File: config.mk
export PLATFORM = sky130hd
export DESIGN_NAME = aafr_top
export DESIGN_NICKNAME = d
export VERILOG_FILES = /design/src/logic/aafr_pkg.sv /design/src/logic/aafr_pos_clamp.sv /design/src/logic/aafr_param_store.sv /design/src/logic/aafr_top.sv
export VERILOG_INCLUDE_DIRS = /design/src /design/src/logic
export SDC_FILE = /design/constraint.sdc
export NUM_CORES = 1
export LEC_CHECK = 0
export BUFFER_PORTS_ARGS = -buffer_cell sky130_fd_sc_hd__buf_2
export CORE_UTILIZATION = 50
export DETAILED_ROUTE_END_ITERATION = 10
export PLACE_DENSITY = 0.81
export SYNTH_ARGS = -nofsm -noshare
export SYNTH_HDL_FRONTEND = slang
export SYNTH_SLANG_ARGS = --single-unit
File: constraint.sdc
create_clock -name clk_in -period 3.8 [get_ports clk_in]
set_input_delay 0.57 -clock clk_in [delete_from_list [all_inputs] [get_ports clk_in]]
set_output_delay 0.57 -clock clk_in [all_outputs]
set_load 0.02 [all_outputs]
File: src/logic/aafr_cfg.svh
/*
 register offsets, reset values, field positions and limits of the
 access arbiter / factory restore block.
 assumes: included by bare name from design files only.
*/
`ifndef AAFR_CFG_SVH
`define AAFR_CFG_SVH

// parameter addresses as seen on the parameter port
`define AAFR_OFS_CHANNEL_LOCK  16'h011c
`define AAFR_OFS_RESTORE       16'h0404
`define AAFR_OFS_PANEL_LOCK    16'h3a02

// reset values
`define AAFR_RST_CHANNEL_LOCK  16'h0000
`define AAFR_RST_PANEL_LOCK    16'h0000

// bit 0 carries the lock and command values
`define AAFR_BIT_VALUE         0

// movement range in user position units, default scaling
`define AAFR_POS_MIN           (-32'sd268435456)
`define AAFR_POS_MAX           (32'sd268435455)

// cycles spent writing one parameter into storage
`define AAFR_SAVE_CYCLES       4

`endif

File: src/logic/aafr_pkg.sv
/*
 types shared by the access arbiter / factory restore block.
 assumes: referenced by scope only, never imported.
*/
package aafr_pkg;

   // which channel holds exclusive access
   typedef enum logic [1:0] {
      AAFR_OWN_NONE  = 2'b00,
      AAFR_OWN_PANEL = 2'b01,
      AAFR_OWN_TOOL  = 2'b10
   } aafr_owner_t;

   // restore sequencer states
   typedef enum logic [1:0] {
      AAFR_RS_IDLE   = 2'b00,
      AAFR_RS_RELOAD = 2'b01,
      AAFR_RS_SAVE   = 2'b10
   } aafr_rstate_t;

endpackage

File: src/logic/aafr_pos_clamp.sv
/*
 clamps the actual position to the movement range while jog runs.
 assumes: position comes from logic on clk_in; one cycle of latency.
*/
`timescale 1ns/10ps
`include "aafr_cfg.svh"

module aafr_pos_clamp #(
   parameter int WIDTH = 32
) (
   // clock and reset
   input  wire logic                    clk_in,
   input  wire logic                    rst_in,
   // position path
   input  wire logic                    jog_active_in,
   input  wire logic signed [WIDTH-1:0] pos_in,
   output logic signed [WIDTH-1:0]      pos_out
);

   if (WIDTH < 30) begin : g_width_chk
      $error("position width too small for range");
   end

   typedef struct packed {
      logic signed [WIDTH-1:0] pos;
   } aafr_clamp_st_t;

   aafr_clamp_st_t st_ff;
   aafr_clamp_st_t nxt_st;

   localparam logic signed [WIDTH-1:0] PMIN = WIDTH'(`AAFR_POS_MIN);
   localparam logic signed [WIDTH-1:0] PMAX = WIDTH'(`AAFR_POS_MAX);

   // limit only in jog
   always_comb begin
      nxt_st     = st_ff;
      nxt_st.pos = pos_in;
      if (jog_active_in) begin
         if (pos_in < PMIN) nxt_st.pos = PMIN;
         else if (pos_in > PMAX) nxt_st.pos = PMAX;
      end
   end

   always_ff @(posedge clk_in) begin
      if (rst_in) st_ff <= '0;
      else st_ff <= nxt_st;
   end

   assign pos_out = st_ff.pos;
endmodule

File: src/logic/aafr_param_store.sv
/*
 default value table and non-volatile image of the parameter set.
 assumes: storage is flip-flops; load and save strobes from the
 restore sequencer on the same clock.
*/
`timescale 1ns/10ps
`include "aafr_cfg.svh"

module aafr_param_store #(
   parameter int          DEPTH = 4,
   parameter int          WIDTH = 16,
   parameter int          IDXW  = 2
) (
   // clock and reset
   input  wire logic             clk_in,
   input  wire logic             rst_in,
   // sequencer side and power-on load
   input  wire logic             load_defaults_in,
   input  wire logic             save_in,
   input  wire logic [IDXW-1:0]  save_idx_in,
   input  wire logic             power_on_load_in,
   // parameter read
   input  wire logic [IDXW-1:0]  rd_idx_in,
   output logic [WIDTH-1:0]      active_out,
   output logic [WIDTH-1:0]      stored_out
);

   if (DEPTH > (1 << IDXW)) begin : g_depth_chk
      $error("index too narrow for depth");
   end

   typedef struct packed {
      logic [DEPTH-1:0][WIDTH-1:0] pend;   // defaults waiting for save
      logic [DEPTH-1:0][WIDTH-1:0] nvm;    // non-volatile image
      logic [DEPTH-1:0][WIDTH-1:0] act;    // active values
      logic [WIDTH-1:0]            rd_a;
      logic [WIDTH-1:0]            rd_s;
   } aafr_store_st_t;

   aafr_store_st_t st_ff;
   aafr_store_st_t nxt_st;
   logic [DEPTH-1:0][WIDTH-1:0] dflt;

   // default table: entry index as a plain default pattern
   genvar g;
   generate
      for (g = 0; g < DEPTH; g++) begin : g_dflt
         assign dflt[g] = WIDTH'(g);
      end
   endgenerate

   // defaults go to pending, then word by word to storage
   always_comb begin
      nxt_st = st_ff;
      if (load_defaults_in) nxt_st.pend = dflt;
      if (save_in) nxt_st.nvm[save_idx_in] = st_ff.pend[save_idx_in];
      // active values change only at power-on load
      if (power_on_load_in) nxt_st.act = st_ff.nvm;
      nxt_st.rd_a = st_ff.act[rd_idx_in];
      nxt_st.rd_s = st_ff.nvm[rd_idx_in];
   end

   always_ff @(posedge clk_in) begin
      if (rst_in) st_ff <= '0;
      else st_ff <= nxt_st;
   end

   assign active_out = st_ff.rd_a;
   assign stored_out = st_ff.rd_s;
endmodule

File: src/logic/aafr_top.sv
/*
 access arbiter, channel and panel locks, restore-to-defaults
 sequencer with completion readback, and jog range clamp.
 assumes: one clock, synchronous reset as power-on; pins pass a
 two-stage synchroniser here; parameter port from the same clock.
*/
`timescale 1ns/10ps
`include "aafr_cfg.svh"

module aafr_top #(
   parameter int NPARAM   = 4,
   parameter int PIDXW    = 2,
   parameter int POSW     = 32,
   parameter int REFW     = 16
) (
   // clock and reset
   input  wire logic                   clk_in,
   input  wire logic                   rst_in,
   // parameter port
   input  wire logic                   par_wr_in,
   input  wire logic                   par_rd_in,
   input  wire logic [15:0]            par_addr_in,
   input  wire logic [15:0]            par_wdata_in,
   output logic [15:0]                 par_rdata_out,
   output logic                        par_ack_out,
   output logic                        par_err_out,
   // drive state
   input  wire logic                   power_stage_on_in,
   input  wire logic                   mode_active_in,
   input  wire logic                   jog_active_in,
   input  wire logic                   power_on_load_in,
   // panel and tool requests
   input  wire logic                   panel_jog_start_in,
   input  wire logic                   panel_tune_start_in,
   input  wire logic                   panel_par_change_in,
   input  wire logic                   panel_fault_reset_in,
   input  wire logic                   panel_restore_item_in,
   input  wire logic                   tool_excl_on_in,
   input  wire logic                   other_ctrl_req_in,
   // reference and switch pins
   input  wire logic [REFW-1:0]        analog_ref_in,
   input  wire logic [REFW-1:0]        pulse_train_input_in,
   input  wire logic [7:0]             safety_pins_in,
   // position
   input  wire logic signed [POSW-1:0] pos_in,
   // results
   output logic [1:0]                  owner_out,
   output logic [REFW-1:0]             analog_ref_out,
   output logic [REFW-1:0]             pulse_train_ref_out,
   output logic [7:0]                  safety_out,
   output logic                        panel_start_ok_out,
   output logic                        other_ctrl_ok_out,
   output logic [15:0]                 active_par_out,
   output logic [15:0]                 stored_par_out,
   output logic signed [POSW-1:0]      pos_out
);

   if (NPARAM < 1 || NPARAM > (1 << PIDXW)) begin : g_np_chk
      $error("parameter count does not fit the index");
   end
   if (REFW < 1) begin : g_refw_chk
      $error("reference width must be positive");
   end

   typedef struct packed {
      logic [REFW-1:0]           ana_s1;
      logic [REFW-1:0]           ana_s2;
      logic [REFW-1:0]           pti_s1;
      logic [REFW-1:0]           pti_s2;
      logic [7:0]                saf_s1;
      logic [7:0]                saf_s2;
      aafr_pkg::aafr_owner_t     owner;
      logic                      chan_lock;
      logic                      chan_lock_pend;
      logic                      panel_lock;
      aafr_pkg::aafr_rstate_t    rstate;
      logic [PIDXW-1:0]          save_idx;
      logic [2:0]                save_cnt;
      logic [15:0]               rdata;
      logic                      ack;
      logic                      err;
      logic [REFW-1:0]           ana_out;
      logic [REFW-1:0]           pti_out;
      logic [7:0]                saf_out;
   } aafr_top_st_t;

   aafr_top_st_t st_ff;
   aafr_top_st_t nxt_st;

   logic restore_req;
   logic load_defaults;
   logic save_strobe;
   logic panel_mode_start;

   localparam logic [2:0] SAVE_LAST = 3'(`AAFR_SAVE_CYCLES - 1);
   localparam logic [PIDXW-1:0] LAST_IDX = PIDXW'(NPARAM - 1);

   // panel starts a mode only when not locked
   assign panel_mode_start = (panel_jog_start_in | panel_tune_start_in)
                             & ~st_ff.panel_lock;
   // restore from the panel item or a parameter write with bit 0 set
   assign restore_req = ~power_stage_on_in
      & ((par_wr_in & par_addr_in == `AAFR_OFS_RESTORE
          & par_wdata_in[`AAFR_BIT_VALUE])
         | (panel_restore_item_in & ~st_ff.panel_lock))
      & st_ff.rstate == aafr_pkg::AAFR_RS_IDLE;
   assign load_defaults = st_ff.rstate == aafr_pkg::AAFR_RS_RELOAD;
   assign save_strobe = st_ff.rstate == aafr_pkg::AAFR_RS_SAVE
                        && st_ff.save_cnt == SAVE_LAST;

   // next state of the whole block
   always_comb begin
      nxt_st = st_ff;
      // pin synchronisers, second stage alone is read
      nxt_st.ana_s1 = analog_ref_in;
      nxt_st.ana_s2 = st_ff.ana_s1;
      nxt_st.pti_s1 = pulse_train_input_in;
      nxt_st.pti_s2 = st_ff.pti_s1;
      nxt_st.saf_s1 = safety_pins_in;
      nxt_st.saf_s2 = st_ff.saf_s1;

      // references pass only when nobody is exclusive
      if (st_ff.owner == aafr_pkg::AAFR_OWN_NONE) begin
         nxt_st.ana_out = st_ff.ana_s2;
         nxt_st.pti_out = st_ff.pti_s2;
      end else begin
         nxt_st.ana_out = '0;
         nxt_st.pti_out = '0;
      end
      nxt_st.saf_out = st_ff.saf_s2;

      // exclusive access: a single owner field, first come wins, panel wins a tie
      unique case (st_ff.owner)
         aafr_pkg::AAFR_OWN_NONE: begin
            if (panel_mode_start)
               nxt_st.owner = aafr_pkg::AAFR_OWN_PANEL;
            else if (tool_excl_on_in && !st_ff.chan_lock)
               nxt_st.owner = aafr_pkg::AAFR_OWN_TOOL;
         end
         aafr_pkg::AAFR_OWN_PANEL: begin
            if (!mode_active_in && !panel_mode_start)
               nxt_st.owner = aafr_pkg::AAFR_OWN_NONE;
         end
         aafr_pkg::AAFR_OWN_TOOL: begin
            if (!tool_excl_on_in)
               nxt_st.owner = aafr_pkg::AAFR_OWN_NONE;
         end
         default: nxt_st.owner = aafr_pkg::AAFR_OWN_NONE;
      endcase

      // parameter port: one-cycle answer
      nxt_st.ack   = par_wr_in | par_rd_in;
      nxt_st.err   = 1'b0;
      nxt_st.rdata = '0;
      if (par_wr_in) begin
         unique case (par_addr_in)
            `AAFR_OFS_CHANNEL_LOCK: begin
               if (!par_wdata_in[`AAFR_BIT_VALUE])
                  nxt_st.chan_lock = 1'b0;
               else if (mode_active_in)
                  nxt_st.chan_lock_pend = 1'b1;
               else
                  nxt_st.chan_lock = 1'b1;
               if (!par_wdata_in[`AAFR_BIT_VALUE])
                  nxt_st.chan_lock_pend = 1'b0;
            end
            `AAFR_OFS_RESTORE: begin
               nxt_st.err = power_stage_on_in;
            end
            `AAFR_OFS_PANEL_LOCK: begin
               nxt_st.panel_lock =
                  par_wdata_in[`AAFR_BIT_VALUE];
            end
            default: nxt_st.err = 1'b1;
         endcase
      end else if (par_rd_in) begin
         unique case (par_addr_in)
            `AAFR_OFS_CHANNEL_LOCK:
               nxt_st.rdata = {15'h0000, st_ff.chan_lock};
            `AAFR_OFS_RESTORE:
               nxt_st.rdata = {15'h0000,
                  st_ff.rstate != aafr_pkg::AAFR_RS_IDLE};
            `AAFR_OFS_PANEL_LOCK:
               nxt_st.rdata = {15'h0000, st_ff.panel_lock};
            default: nxt_st.err = 1'b1;
         endcase
      end
      // deferred lock lands once the mode has ended
      if (st_ff.chan_lock_pend && !mode_active_in) begin
         nxt_st.chan_lock      = 1'b1;
         nxt_st.chan_lock_pend = 1'b0;
      end

      // restore sequencer: reload, then save every entry
      unique case (st_ff.rstate)
         aafr_pkg::AAFR_RS_IDLE: begin
            if (restore_req)
               nxt_st.rstate = aafr_pkg::AAFR_RS_RELOAD;
         end
         aafr_pkg::AAFR_RS_RELOAD: begin
            nxt_st.rstate   = aafr_pkg::AAFR_RS_SAVE;
            nxt_st.save_idx = '0;
            nxt_st.save_cnt = '0;
         end
         aafr_pkg::AAFR_RS_SAVE: begin
            nxt_st.save_cnt = st_ff.save_cnt + 3'h1;
            if (save_strobe) begin
               nxt_st.save_cnt = '0;
               nxt_st.save_idx = st_ff.save_idx + PIDXW'(1);
               if (st_ff.save_idx == LAST_IDX)
                  nxt_st.rstate = aafr_pkg::AAFR_RS_IDLE;
            end
         end
         default: nxt_st.rstate = aafr_pkg::AAFR_RS_IDLE;
      endcase
   end

   // state register; reset is power-on with no owner
   always_ff @(posedge clk_in) begin
      if (rst_in) begin
         st_ff            <= '0;
         st_ff.chan_lock  <= 1'(`AAFR_RST_CHANNEL_LOCK);
         st_ff.panel_lock <= 1'(`AAFR_RST_PANEL_LOCK);
      end else begin
         st_ff <= nxt_st;
      end
   end

   // outputs
   assign owner_out           = st_ff.owner;
   assign analog_ref_out      = st_ff.ana_out;
   assign pulse_train_ref_out = st_ff.pti_out;
   assign safety_out          = st_ff.saf_out;
   assign par_rdata_out       = st_ff.rdata;
   assign par_ack_out         = st_ff.ack;
   assign par_err_out         = st_ff.err;
   assign panel_start_ok_out  = ~st_ff.panel_lock;
   assign other_ctrl_ok_out   = ~st_ff.chan_lock
                                & other_ctrl_req_in;

   // parameter image and defaults
   aafr_param_store #(
      .DEPTH (NPARAM),
      .WIDTH (16),
      .IDXW  (PIDXW)
   ) u_store (
      .clk_in           (clk_in),
      .rst_in           (rst_in),
      .load_defaults_in (load_defaults),
      .save_in          (save_strobe),
      .save_idx_in      (st_ff.save_idx),
      .power_on_load_in (power_on_load_in),
      .rd_idx_in        (par_addr_in[PIDXW-1:0]),
      .active_out       (active_par_out),
      .stored_out       (stored_par_out)
   );

   // jog movement range
   aafr_pos_clamp #(
      .WIDTH (POSW)
   ) u_clamp (
      .clk_in        (clk_in),
      .rst_in        (rst_in),
      .jog_active_in (jog_active_in),
      .pos_in        (pos_in),
      .pos_out       (pos_out)
   );
endmodule

[Word-level counts from Yosys, hierarchy flattened]
Cells that the tools add are included.
Cells by class
  mux-type cells: 35
  equality and inequality tests: 17
  add/sub/neg operators: 2
  bitwise operators: 15
  $lt $le $gt $ge: 5
  reduce and logical (&&, ||, !) cells: 25
Operator list (count)
  binary-select mux 16 bit (select 2 bit): 3
  2-to-1 mux 32 bit: 3
  bitwise mux 64 bit: 1
  2-to-1 mux 16 bit: 4
  demux 16 bit (select 2 bit): 1
  > comparator 32 x 29 -> 1 bit (second input constant): 1
  < comparator 32 x 29 -> 1 bit (second input constant): 1
  == test 16 x 11 -> 1 bit (second input constant): 1
  == test 16 x 14 -> 1 bit (second input constant): 1
  == test 16 x 9 -> 1 bit (second input constant): 1
  2-to-1 mux 2 bit: 8
  case mux 2 bit (3 select lines): 2
  AND reduction 3 bit: 4
  case mux 5 bit (2 select lines): 1
  2-to-1 mux 1 bit: 8
  != test 2 bit (second input constant): 4
  nonzero test 2 bit: 4
  bitwise AND 1 bit: 7
  2-to-1 mux 7 bit: 1
  == test 2 bit (second input constant): 3
  < comparator 2 x 3 -> 1 bit (second input constant): 2
  != test 3 x 2 -> 1 bit (second input constant): 2
  OR reduction 2 bit: 3
  OR reduction 3 bit: 2
  15 further kinds: 31
Word-level totals
  output and inout bits: 126
  input bits: 119
  register bits after elaboration: 344
  word-level logic and storage cells: 131

[Logic depth before layout (Yosys ltp)]
Gate-level depths: netlist of run 1.
  word-level depth: 8
  mapped depth: 7
  gate-level depth less buffers: 7

[Cells and area by module]
A second synthesis of run 1 with hierarchy kept.
Second synthesis, totals
  cells, all modules: 589
  area, all modules: 6543.8 um2
By module, submodules not included
  aafr_top: area each 4485.6 um2, instances 1, cells each 413, seq. area each 2702.6 um2
  aafr_param_store: area each 1066.0 um2, instances 1, cells each 100, seq. area each 420.4 um2
  aafr_pos_clamp: area each 992.2 um2, instances 1, cells each 76, seq. area each 640.6 um2

[Least setup slack after synthesis of run 1]
No wires, ideal clock.
  kind: input port to flip-flop
  start: input port par_addr_in[0]
  end: register st_ff[63] in the netlist's numbering
  stages on the path: 4
  setup slack: 1.365 ns
  data required time: 3.714 ns
  path buffers: 0
  setup time: 0.086 ns
  arrival: 2.348 ns
  path through: or4_1 -> or4_4 -> or4_4 -> a221oi_2
On the way
  word-level cells in the longest chain between the ends: 8
Ends and longest elaborated chain
  start: declaration: RTL line aafr_top.sv:22  | input wire logic [15:0] par_addr_in,
  == test 16 x 11 -> 1 bit
  bitwise AND 1 bit (no line)
  bitwise AND 1 bit: RTL line aafr_top.sv:103  | & ((par_wr_in & par_addr_in == `AAFR_OFS_RESTORE
  OR 1 bit: RTL line aafr_top.sv:103
  bitwise AND 1 bit (2 in a row): RTL line aafr_top.sv:102  | assign restore_req = ~power_stage_on_in
  != test 2 bit (no line)
  AND reduction 3 bit (no line)
  end signal: assignment: RTL line aafr_top.sv:225  | st_ff <= nxt_st;
  end: declaration: RTL line aafr_top.sv:87  | aafr_top_st_t st_ff;
No other way between the ends.
A chain may end at the register's enable or synchronous reset.

[Worst setup path in the final report of run 1]
Same ends and word-level chain as after synthesis.

==> metrics.md, run 1 <==
| Metric | Value |
|---|---|
| Status | complete, no violations |
| Largest net degree at the start of global routing | 54 |
| Crit end category | flop |
| Final ANT Viol Nets | 0 |
| Core Rows | 41 |
| Fin Setup TNS | 0 ns |
| CTS Sinks | 188 |
| Total of max-cap violations | 0 |
| Static leakage | 0.00364 uW |
| Slew Limit Fails | 0 |
| Gpl congestion | 0.843 |
| Die Area | 13600 sq um |
| Area Overhead vs Synth | 17.5% |
| WP data required | 4.13 ns |
| Die span in x | 117 microns |
| Rel. slew slack | 0.371 |
| Setup Fix Bufs, Post-CTS | 0 |
| Internal reg-to-reg setup slack | 2.16 ns |
| P_sw | 963 uW |
| Highest clock rate | 442 MHz |
| WL/cell | 12.6 microns |
| Synth Register Bits | 188 |
| Cts hold-fix bufs | 0 |
| # port buffers | 184 |
| Initial antenna violation count | 1 |
| Root Buffer | clkbuf_16 |
| Max H-tree Level | 4 |
| Routed vias/inst | 4.59 |
| Hold path endpoint | nxt_st[93]$_SDFF_PP0_ |
| Power per cell area | 531 nW/um^2 |
| Yosys top cell by area | dfxtp_1 |
| # setup viols final | 0 |
| Placed cell area | 7160 sq um |
| Final core occ | 0.609 |
| Peak VDD IR | 0.296 mV |
| Initial Utilization | 0.518 |
| Setup CP Type | input pin to flop |
| Synth warn | 0 |
| Register area share after synthesis | 0.571 |
| Area contributors post-synth | dfxtp_1 57%, buf_4 10%, nor2b_1 8.9%, and2_1 3.2%, o21a_1 3.2% |
| Routed WL | 11.7 mm |
| Worst slew pin tran | 0.944 ns |
| CTS tree | built |
| First-pass GRT wire length | 18.4 mm |
| Avg Inst Size Synth | 10.9 sq um |
| Clock power share | 0.421 |
| DP HPWL | 8.53 mm |
| Post-route cell area | 7740 sq um |
| Layout Skew | 0.00770 ns |
| DRC Markers | 0 |
| Clk Latency, worst-skew pair | 0.42 ns |
| Total track usage | 0.179 |
| Worst Path Max Fanout | 5 |
| DR pass1 iterations | 4 |
| Post-CTS Resized | 0 |
| Sw frac | 0.234 |
| P_int | 3150 uW |
| Final Total Pwr | 4110 uW |
| R2R depth | 7 |
| Total gr overflow | 0 |
| Mapped cell area | 6590 sq um |
| Via count of the first global-routing pass | 4167 |
| DP Cell Count | 896 |
| Register share of total power | 0.502 |
| Final Hold Viols | 0 |
| Cells after Synth | 607 |
| Top cell type's share of synthesized area | 0.571 |
| Diodes inserted | 0 |
| CTS buffer count | 17 |
| Finished Layout Cells | 928 |
| Min-Delay Path Class | input pin to flop |
| Vias | 4261 |
| Netlist cell types | 39 |
| Share of cells above drive strength 1 | 0.299 |
| Final Cycle Share | 0.595 |
| FF-to-FF Start | st_ff[63]$_SDFFE_PP0P_ |
| Hold wc startpoint | pulse_train_input_in[7] |
| Critical R2R Capture | u_store.st_ff[128]$_SDFFE_PP0P_ |
| Clk slew on worst S/H paths | 0.07 ns |
| DIE HEIGHT | 117 microns |
| Hold Path Stages | 2 |
| CP arrival | 2.60 ns |
| CTS max path bufs | 2 |
| RSZ-0062 raised after global routing | false |
| Final Critical Period | 2.26 ns |
| Core Region | 12700 sq um |
| Nets | 870 |
| I/O pins | 245 |
| Initial DRC count | 173 |
| Setup crit start kind | input pin |
| Combinational Power Share | 0.077 |
-- cells in the mapped netlist (all sizes together) --
master and n:
buf 94, nand4 10, and2 34, or4b 2, nor4b 1, mux2i 19, o21a 28, o22ai 2
o41a 1, ha 8, mux2 1, nor2b 94, nor3 5, nand3 3, a2bb2oi 2, mux4 4
dfxtp 188, conb 1, and3 1, nor2 36, nand2 11, o2bb2ai 1, inv 9, o21ai 3
and4 1, a31oi 2, a221oi 2, nand2b 5, and4b 1, clkbuf 19, and3b 3, nor3b 2
a21oi 6, or4 7, a22oi 1
-- worst max path at each step --
stage / start / slack (ns) / end / cells past startpoint
detailed placement: par_addr_in[0] / 1.11 / st_ff[63]$_SDFFE_PP0P_ / 5
finish: par_addr_in[0] / 1.54 / st_ff[63]$_SDFFE_PP0P_ / 5
CTS: par_addr_in[0] / 1.56 / st_ff[63]$_SDFFE_PP0P_ / 5
global route: par_addr_in[0] / 1.51 / st_ff[63]$_SDFFE_PP0P_ / 5
global placement: par_addr_in[0] / 1.14 / st_ff[63]$_SDFFE_PP0P_ / 5
floorplan: par_addr_in[0] / 1.37 / st_ff[63]$_SDFFE_PP0P_ / 4
-- critical path, cell delays in order --
cell and delay, ns:
buf_2 0.14, or4_1 0.57, or4_4 0.60, or4_4 0.50, a221oi_2 0.22
-- final cells by class --
| cell class | instances | area [sq um] |
|---|---|---|
| Timing Repair Buffer | 188 | 953 |
| Tap cell | 172 | 215 |
| Sequential cell | 188 | 3760 |
| Fill cell | 1073 | 4980 |
| Inverter | 9 | 33.8 |
| Clock inverter | 14 | 156 |
| Clock buffer | 18 | 429 |
| Multi-Input combinational cell | 339 | 2190 |
-- layer usage --
metal / wire length [microns] / track usage / share of wire
met3: 1050 / 0.0783 / 0.089
met1: 4500 / 0.175 / 0.38
met5: 13 / 0 / 0.0011
met4: 238 / 0.0886 / 0.020
met2: 5930 / 0.323 / 0.51
-- per-stage QoR --
step	setup WS (ns)	hold slack (ns)
finish	1.54	0.351
detailed placement	1.11	0.410
floorplan	1.37	0.406
global route	1.51	0.338
CTS	1.56	0.335
global placement	1.14	0.408
-- state kept, by name, indices dropped and copies added, names as in the netlist --
register,cells
nxt_st,48
st_ff,42
u_clamp.pos_out,32
u_store.st_ff,17
analog_ref_out,16
pulse_train_ref_out,16
safety_out,8
owner_out,2
u_store.active_out,2
u_store.stored_out,2
par_ack_out,1
par_err_out,1
par_rdata_out,1
-- power by group through the flow --
| stage | Combinational, uW | Clock, uW | Sequential, uW |
|---|---|---|---|
| after floorplan | 212 | 0 | 2140 |
| after detailed placement | 316 | 0 | 2110 |
| after global placement | 306 | 0 | 2110 |
| after CTS | 318 | 1780 | 2070 |
| final | 315 | 1730 | 2070 |
| after global routing | 347 | 1870 | 2070 |
-- cell families (layout without fill, tap and decap cells) --
| family | after synthesis | count (layout) | synth area share |
|---|---|---|---|
| AO/OA/AOI/OAI | 48 | 48 | 0.0530 |
| adder cells (fa/ha/maj) | 8 | 8 | 0.0152 |
| buffers and inverters | 122 | 229 | 0.121 |
| flip-flops | 188 | 188 | 0.571 |
| multiplexers | 24 | 24 | 0.0465 |
| other | 1 | 43 | 0.000569 |
| AND/OR/NAND/NOR | 216 | 216 | 0.193 |
-- placed cells by master, fill, tap and decap left out, drive strengths merged --
cell and count:
a21oi 6, a221oi 2, a22oi 1, a2bb2oi 2, a31oi 2, and2 34
and3 1, and3b 3, and4 1, and4b 1, buf 188, bufinv 2
clkbuf 18, clkinv 3, clkinvlp 3, conb 43, dfxtp 188, ha 8
inv 15, mux2 1, mux2i 19, mux4 4, nand2 11, nand2b 5
nand3 3, nand4 10, nor2 36, nor2b 94, nor3 5, nor3b 2
nor4b 1, o21a 28, o21ai 3, o22ai 2, o2bb2ai 1, o41a 1
or4 7, or4b 2
Note: power is estimated with default switching activity, not from simulation.
==> run 2: changes to the inputs <==
--- a/config.mk
+++ b/config.mk
@@ -7,9 +7,9 @@
 export NUM_CORES = 1
 export LEC_CHECK = 0
 export BUFFER_PORTS_ARGS = -buffer_cell sky130_fd_sc_hd__buf_2
-export CORE_UTILIZATION = 50
+export CORE_UTILIZATION = 44
 export DETAILED_ROUTE_END_ITERATION = 10
-export PLACE_DENSITY = 0.81
+export PLACE_DENSITY = 0.75
 export SYNTH_ARGS = -nofsm -noshare
 export SYNTH_HDL_FRONTEND = slang
 export SYNTH_SLANG_ARGS = --single-unit
==> constraint.sdc (replaced) <==
create_clock -name clk_in -period 1.9 [get_ports clk_in]
set_input_delay 0.285 -clock clk_in [delete_from_list [all_inputs] [get_ports clk_in]]
set_output_delay 0.285 -clock clk_in [all_outputs]
set_load 0.02 [all_outputs]
==> run 2 against run 1 <==
  * Critical path depth is the same
  * Clock skew grew 0.0024 ns
  * Total power grew 100%
  * Via count shrank 0.33%
  * Core utilization shrank 6.9 points
  * Routed wire length shrank 4.8%
  * Sequential cell count is the same
  * Largest cell class unchanged
  * Highest routed layer is now met4
==> metrics.md, run 2 (same netlist as run 1, synthesis figures left out) <==
| Metric | Value |
|---|---|
| Combinational Power Share | 0.077 (about the same) |
| P_sw | 1880 uW (+95%) |
| Nets | 879 (+1.0%) |
| Routed vias/inst | 4.48 (-2.5%) |
| Post-CTS Resized | 0 (unchanged) |
| Gpl congestion | 0.768 (-8.9%) |
| WP data required | 2.23 ns (-1.90 ns) |
| Placed cell area | 7260 sq um (+1.4%) |
| Clock power share | 0.431 (+0.010) |
| Max reg flops | 48 (unchanged) |
| Cts hold-fix bufs | 0 (unchanged) |
| Power per cell area | 1060 nW/um^2 (+100%) |
| Clk Latency, worst-skew pair | 0.42 ns (about the same) |
| Layout Skew | 0.0101 ns (+0.00239 ns) |
| Crit-path slowest cell | or4_4 |
| Area Overhead vs Synth | 19.6% |
| Final Critical Period | 1.84 ns |
| CP max stage delay | 0.57 ns (-0.03 ns) |
| DIE HEIGHT | 124 microns (+6.5%) |
| Via count of the first global-routing pass | 3943 (-5.4%) |
| Register share of total power | 0.492 (-0.010) |
| Post-route cell area | 7880 sq um (+1.8%) |
| Crit end category | flop |
| Die Area | 15500 sq um (+13%) |
| DRC Markers | 0 (unchanged) |
| CTS Sinks | 188 (unchanged) |
| First-pass GRT wire length | 18.2 mm (-1.4%) |
| Largest net degree at the start of global routing | 81 (+50%) |
| Static leakage | 0.00371 uW (+1.9%) |
| RSZ-0062 raised after global routing | false |
| Vias | 4247 (-0.33%) |
| CP arrival | 2.18 ns (-0.42 ns) |
| Core Region | 14600 sq um (+15%) |
| Root Buffer | clkbuf_16 |
| Final Hold Viols | 0 (unchanged) |
| Peak VDD IR | 0.529 mV (+79%) |
| DR pass1 iterations | 4 (unchanged) |
| P_int | 6500 uW (+110%) |
| Total track usage | 0.148 (-0.0311) |
| Final ANT Viol Nets | 0 (unchanged) |
| Min-Delay Path Class | input pin to flop |
| DP HPWL | 8.07 mm (-5.5%) |
| Most used cell, CP | or4_4 |
| Diodes inserted | 0 (unchanged) |
| WL/cell | 11.8 microns (-6.9%) |
| Highest clock rate | 542 MHz |
| Slew Limit Fails | 0 (unchanged) |
| Commonest non-fill, non-tap cell in the layout | dfxtp_1 |
| Initial DRC count | 157 (-9.2%) |
| DP Cell Count | 917 (+2.3%) |
| Setup CP Type | input pin to flop |
| Max H-tree Level | 4 (unchanged) |
| Final Cycle Share | 0.970 |
| CTS max path bufs | 2 (unchanged) |
| Status | complete, no violations |
| Finished Layout Cells | 949 (+2.3%) |
| Core Rows | 44 (+7.3%) |
| Initial Utilization | 0.452 (-0.0663) |
| CTS buffer count | 17 (unchanged) |
| Setup Fix Bufs, Post-CTS | 0 (unchanged) |
| # port buffers | 184 (unchanged) |
| Setup crit start kind | input pin |
| Clk slew on worst S/H paths | 0.06 ns (about the same) |
| Total of max-cap violations | 0 (unchanged) |
| Most frequent cells in the layout | 188 x dfxtp_1, 183 x buf_2, 94 x nor2b_1 |
| Die span in x | 124 microns (+6.5%) |
| Worst Path Max Fanout | 3 (-2) |
| Share of cells above drive strength 1 | 0.310 (+0.0109) |
| Sw frac | 0.224 (-0.00964) |
| Initial antenna violation count | 0 (-1) |
| I/O pins | 245 (unchanged) |
| # setup viols final | 0 (unchanged) |
| CTS tree | built |
| Routed WL | 11.2 mm (-4.8%) |
| Cell Chain, Critical Path | buf_2 > or4_4 > or4_4 > or4_4 > a221oi_2 |
| Total gr overflow | 0 (unchanged) |
-- run 2: changes by cell type in the layout (fill, tap and decap cells not counted), moves of 2 or more --
cell / before / now
clkbuf_8: 0 / 2
buf_4: 5 / 13
inv_6: 5 / 3
or4b_4: 0 / 2
-- run 2: metrics by stage --
step                      total power (uW)  hold WS [ns]  setup TNS, ns  setup slack (ns)   util
after global routing                  8720        0.0602              0            0.0118  0.540
after floorplan                       4700         0.401         -0.444            -0.232      -
after global placement                4860         0.408         -0.842            -0.365  0.498
final                                 8390        0.0741              0            0.0567  0.540
after detailed placement              4870         0.411         -0.951            -0.385  0.498
after CTS                             8480        0.0568              0            0.0676  0.540
-- run 2: path summary, 6_finish.rpt --
check                                from                               to  slack (ns)  depth (start not counted)
setup reg to reg   st_ff[63]$_SDFFE_PP0P_  u_store.st_ff[145]$_SDFFE_PP0P_        0.24                          7
hold / removal    pulse_train_input_in[9]            nxt_st[95]$_SDFF_PP0_        0.07                          2
setup / recovery           par_addr_in[6]           st_ff[63]$_SDFFE_PP0P_        0.06                          5
hold reg to reg     st_ff[128]$_SDFF_PP0_    analog_ref_out[10]$_SDFF_PP0_        0.42                          1
-- run 2: power by group through the flow --
stage	Sequential (uW)	Combinational [uW]	Clock, uW
5_1_grt	4140	704	3870
3_5_place_dp	4220	649	0
2_1_floorplan	4280	424	0
3_3_place_gp	4210	642	0
4_1_cts	4130	650	3700
6_report	4130	645	3610
-- run 2: routing by layer --
layer  up-vias  track usage  wire length, microns
met5         -            0                     0
met2       170        0.247                  5250
li1       2127            -                     -
met1      1936        0.167                  4910
met4         0       0.0595                   148
met3        14       0.0614                   866
-- run 2: worst max-delay path: cells and delay by family --
family / cells / cell delay (ns)
and+or+nand+nor: 3 / 1.59
AOI/OAI and AO/OA: 1 / 0.21
buffers and inverters: 1 / 0.10
-- run 2: cell type report --
cell class | count | area (sq um)
fill | 1288 | 6710
sequential | 188 | 3760
clock inverter | 12 | 159
inverter | 9 | 33.8
timing repair buffer | 197 | 1030
clock buffer | 20 | 457
multi-input combinational | 339 | 2200
tap | 184 | 230
==> run 3: changes to the inputs <==
--- a/config.mk
+++ b/config.mk
@@ -7,9 +7,10 @@
 export NUM_CORES = 1
 export LEC_CHECK = 0
 export BUFFER_PORTS_ARGS = -buffer_cell sky130_fd_sc_hd__buf_2
-export CORE_UTILIZATION = 44
+export CORE_UTILIZATION = 26
 export DETAILED_ROUTE_END_ITERATION = 10
-export PLACE_DENSITY = 0.75
+export PLACE_DENSITY = 0.49
 export SYNTH_ARGS = -nofsm -noshare
 export SYNTH_HDL_FRONTEND = slang
+export SYNTH_HIERARCHICAL = 1
 export SYNTH_SLANG_ARGS = --single-unit
==> run 3 against run 2 <==
  * Highest routed layer is now met5
  * Critical endpoint is now st_ff[64]$_SDFFE_PP0P_
  * Synthesized cell count is 3.0% lower
  * Core utilization is 22 points lower
  * Largest power group unchanged
  * Cell count is 12% higher
==> metrics.md, run 3 <==
| Metric | Value |
|---|---|
| Die span in x | 161 microns (+29%) |
| # port buffers | 184 (unchanged) |
| Core Rows | 57 (+30%) |
| Rel. slew slack | 0.204 |
| Initial antenna violation count | 1 (+1) |
| Ys flop type | dfxtp_1 |
| Area Overhead vs Synth | 20.1% |
| Crit-path slowest cell | or3_1 |
| CTS max path bufs | 2 (unchanged) |
| Total track usage | 0.102 (-0.0463) |
| Layout Skew | 0.00744 ns (-0.00265 ns) |
| Clk slew on worst S/H paths | 0.07 ns (about the same) |
| Largest net degree at the start of global routing | 62 (-23%) |
| RSZ-0062 raised after global routing | false |
| FF-to-FF Start | st_ff[63]$_SDFFE_PP0P_ |
| Min-Delay Path Class | input pin to flop |
| Internal reg-to-reg setup slack | 0.29 ns (+0.05 ns) |
| Setup crit start kind | flop |
| Post-CTS Resized | 0 (unchanged) |
| Critical R2R Capture | st_ff[64]$_SDFFE_PP0P_ |
| Hold Path Stages | 2 (unchanged) |
| Cts hold-fix bufs | 0 (unchanged) |
| Highest clock rate | 619 MHz (+14%) |
| DR pass1 iterations | 4 (unchanged) |
| Netlist cell types | 44 (+13%) |
| # setup viols final | 0 (unchanged) |
| Post-synth EDFFs | 0 (unchanged) |
| WP data required | 2.25 ns (+0.02 ns) |
| Vias | 4038 (-4.9%) |
| Total of max-cap violations | 0 (unchanged) |
| Most frequent cells in the layout | 188 x dfxtp_1, 183 x buf_2, 94 x nor2b_1 |
| CP arrival | 1.97 ns (-0.21 ns) |
| Root Buffer | clkbuf_16 |
| Post-route cell area | 7860 sq um (-0.25%) |
| First-pass GRT wire length | 20.1 mm (+10%) |
| Cells after Synth | 589 (-3.0%) |
| Routed WL | 12.7 mm (+14%) |
| I/O pins | 245 (unchanged) |
| Avg Inst Size Synth | 11.1 sq um (+2.4%) |
| Via count of the first global-routing pass | 3686 (-6.5%) |
| Top cell type's share of synthesized area | 0.575 (+0.00393) |
| Final Hold Viols | 0 (unchanged) |
| Register area share after synthesis | 0.575 (+0.00393) |
| Total gr overflow | 0 (unchanged) |
| Synth warn | 6 (+6) |
| Slew Limit Fails | 0 (unchanged) |
| Fillcell total | 2580 (+100%) |
| Cell Chain, Critical Path | inv_1 > ha_1 > inv_1 > a21oi_1 > buf_4 > nor4_4 > or3_1 > a21oi_1 |
| Die Area | 25800 sq um (+67%) |
| Final Critical Period | 1.61 ns (-0.229 ns) |
| DP HPWL | 9.04 mm (+12%) |
| Final ANT Viol Nets | 0 (unchanged) |
| Static leakage | 0.00361 uW (-2.8%) |
| Mapped cell area | 6540 sq um (-0.68%) |
| Top post-synthesis cells by count | 188 x dfxtp_1, 94 x nor2b_1, 90 x buf_4, 34 x and2_1 |
| Status | complete, no violations |
| Share of cells above drive strength 1 | 0.314 (+0.00421) |
| Hold path endpoint | u_clamp/pos_out[8]$_SDFF_PP0_ |
| Core Region | 24500 sq um (+68%) |
| DRC Markers | 0 (unchanged) |
| Crit end category | flop |
| DIE HEIGHT | 161 microns (+29%) |
| Routed vias/inst | 3.79 (-15%) |
| CTS tree | built |
| Setup Fix Bufs, Post-CTS | 0 (unchanged) |
| Final Cycle Share | 0.850 (-0.120) |
| Nets | 855 (-2.7%) |
| R2R depth | 8 (+1) |
| Diodes inserted | 0 (unchanged) |
| Worst slew pin tran | 1.19 ns |
| Worst Path Max Fanout | 4 (+1) |
| Peak VDD IR | 0.456 mV (-14%) |
| Gpl congestion | 0.706 (-8.1%) |
| Count leader, synth | dfxtp_1 |
| Commonest non-fill, non-tap cell in the layout | dfxtp_1 |
| Asr flop ratio synth | 0 (unchanged) |
| Synth Register Bits | 188 (unchanged) |
| Placed cell area | 7330 sq um (+0.97%) |
| Fin Setup TNS | 0 ns (unchanged) |
| Initial DRC count | 139 (-11%) |
| CTS Sinks | 188 (unchanged) |
| Hold wc startpoint | pos_in[8] |
| Setup CP Type | flop to flop |
| WL/cell | 12.0 microns (+1.5%) |
| Area contributors post-synth | dfxtp_1 58%, buf_4 10%, nor2b_1 9.0%, and2_1 3.3%, o21a_1 3.2% |
| CTS buffer count | 17 (unchanged) |
| Clk Latency, worst-skew pair | 0.42 ns (about the same) |
| Initial Utilization | 0.267 (-0.185) |
| Power per cell area | 1020 nW/um^2 (-3.8%) |
| Yosys top cell by area | dfxtp_1 |
| CP max stage delay | 0.35 ns (-0.22 ns) |
| Max reg flops | 48 (unchanged) |
| Max H-tree Level | 4 (unchanged) |
-- run 3: cell count changes in the layout (fill, tap and decap cells not counted), moves of 3 or more --
| cell | before | now |
|---|---|---|
| nand2_1 | 11 | 6 |
| nor2_1 | 36 | 28 |
| buf_4 | 13 | 9 |
| a21oi_1 | 6 | 10 |
| or4_4 | 4 | 1 |
| bufinv_16 | 3 | 0 |
| nand3_1 | 3 | 6 |
| or4_1 | 3 | 0 |
| ha_1 | 8 | 5 |
| nand4_1 | 10 | 3 |
| nand2b_1 | 5 | 8 |
-- run 3: kinds of logic (layout without fill, tap and decap cells) --
| group | Yosys count | in the layout | share of synthesized area |
|---|---|---|---|
| muxes | 21 | 21 | 0.0421 |
| and+or+nand+nor | 210 | 210 | 0.200 |
| buffers and inverters | 118 | 230 | 0.123 |
| AOI/OAI and AO/OA | 45 | 45 | 0.0491 |
| other | 2 | 43 | 0.00115 |
| adders and majority gates | 5 | 5 | 0.00956 |
| DFF | 188 | 188 | 0.575 |
-- run 3: area by class of cell --
class                   instances  area (sq um)  share of cell area
repair buffers                193          1000               0.128
clock inverters                11          86.3              0.0110
flip-flops and latches        188          3760               0.479
well taps                     324           405              0.0516
clock buffers                  19           443              0.0564
multi-input cells             324          2130               0.271
inverters                       7          26.3             0.00334
-- run 3: worst max path at each step --
stage                                      start                     end  slack (ns)  cells after the start
after floorplan                   par_addr_in[5]  st_ff[64]$_SDFFE_PP0P_        0.32                      5
after global placement            par_addr_in[2]  par_err_out$_SDFF_PP0_        0.12                      6
after detailed placement          par_addr_in[2]  par_err_out$_SDFF_PP0_        0.10                      6
after CTS                 st_ff[63]$_SDFFE_PP0P_  st_ff[64]$_SDFFE_PP0P_        0.29                      8
after global routing      st_ff[63]$_SDFFE_PP0P_  st_ff[64]$_SDFFE_PP0P_        0.18                      8
final                     st_ff[63]$_SDFFE_PP0P_  st_ff[64]$_SDFFE_PP0P_        0.29                      8
-- run 3: power by group --
group	internal [uW]	switching, uW
combinational	248	393
sequential	4090	32.6
clock	1720	1560
total	6060	1980
-- run 3: critical path, delay by kind of cell (launching register included) --
| family | cells | cell delay, ns |
|---|---|---|
| adders and majority gates | 1 | 0.24 |
| and+or+nand+nor | 2 | 0.39 |
| DFF | 1 | 0.34 |
| AOI/OAI and AO/OA | 2 | 0.24 |
| buffers and inverters | 3 | 0.33 |
-- run 3: per-layer routing --
metal | wire (microns) | vias to the layer above | track usage
li1 | - | 2059 | -
met1 | 5540 | 1878 | 0.122
met2 | 6440 | 88 | 0.169
met3 | 609 | 11 | 0.0313
met4 | 148 | 2 | 0.0403
met5 | 8 | - | 0
-- run 3: stage by stage --
stage | std cells | total power [uW] | setup slack (ns) | utilization | hold slack, ns
floorplan | 630 | 4700 | 0.320 | - | 0.354
global placement | 1036 | 4860 | 0.122 | 0.299 | 0.408
detailed placement | 1036 | 4870 | 0.103 | 0.299 | 0.410
CTS | 1066 | 8210 | 0.290 | 0.320 | 0.0438
global route | 1066 | 8440 | 0.178 | 0.320 | 0.0478
finish | 1066 | 8040 | 0.285 | 0.320 | 0.0661
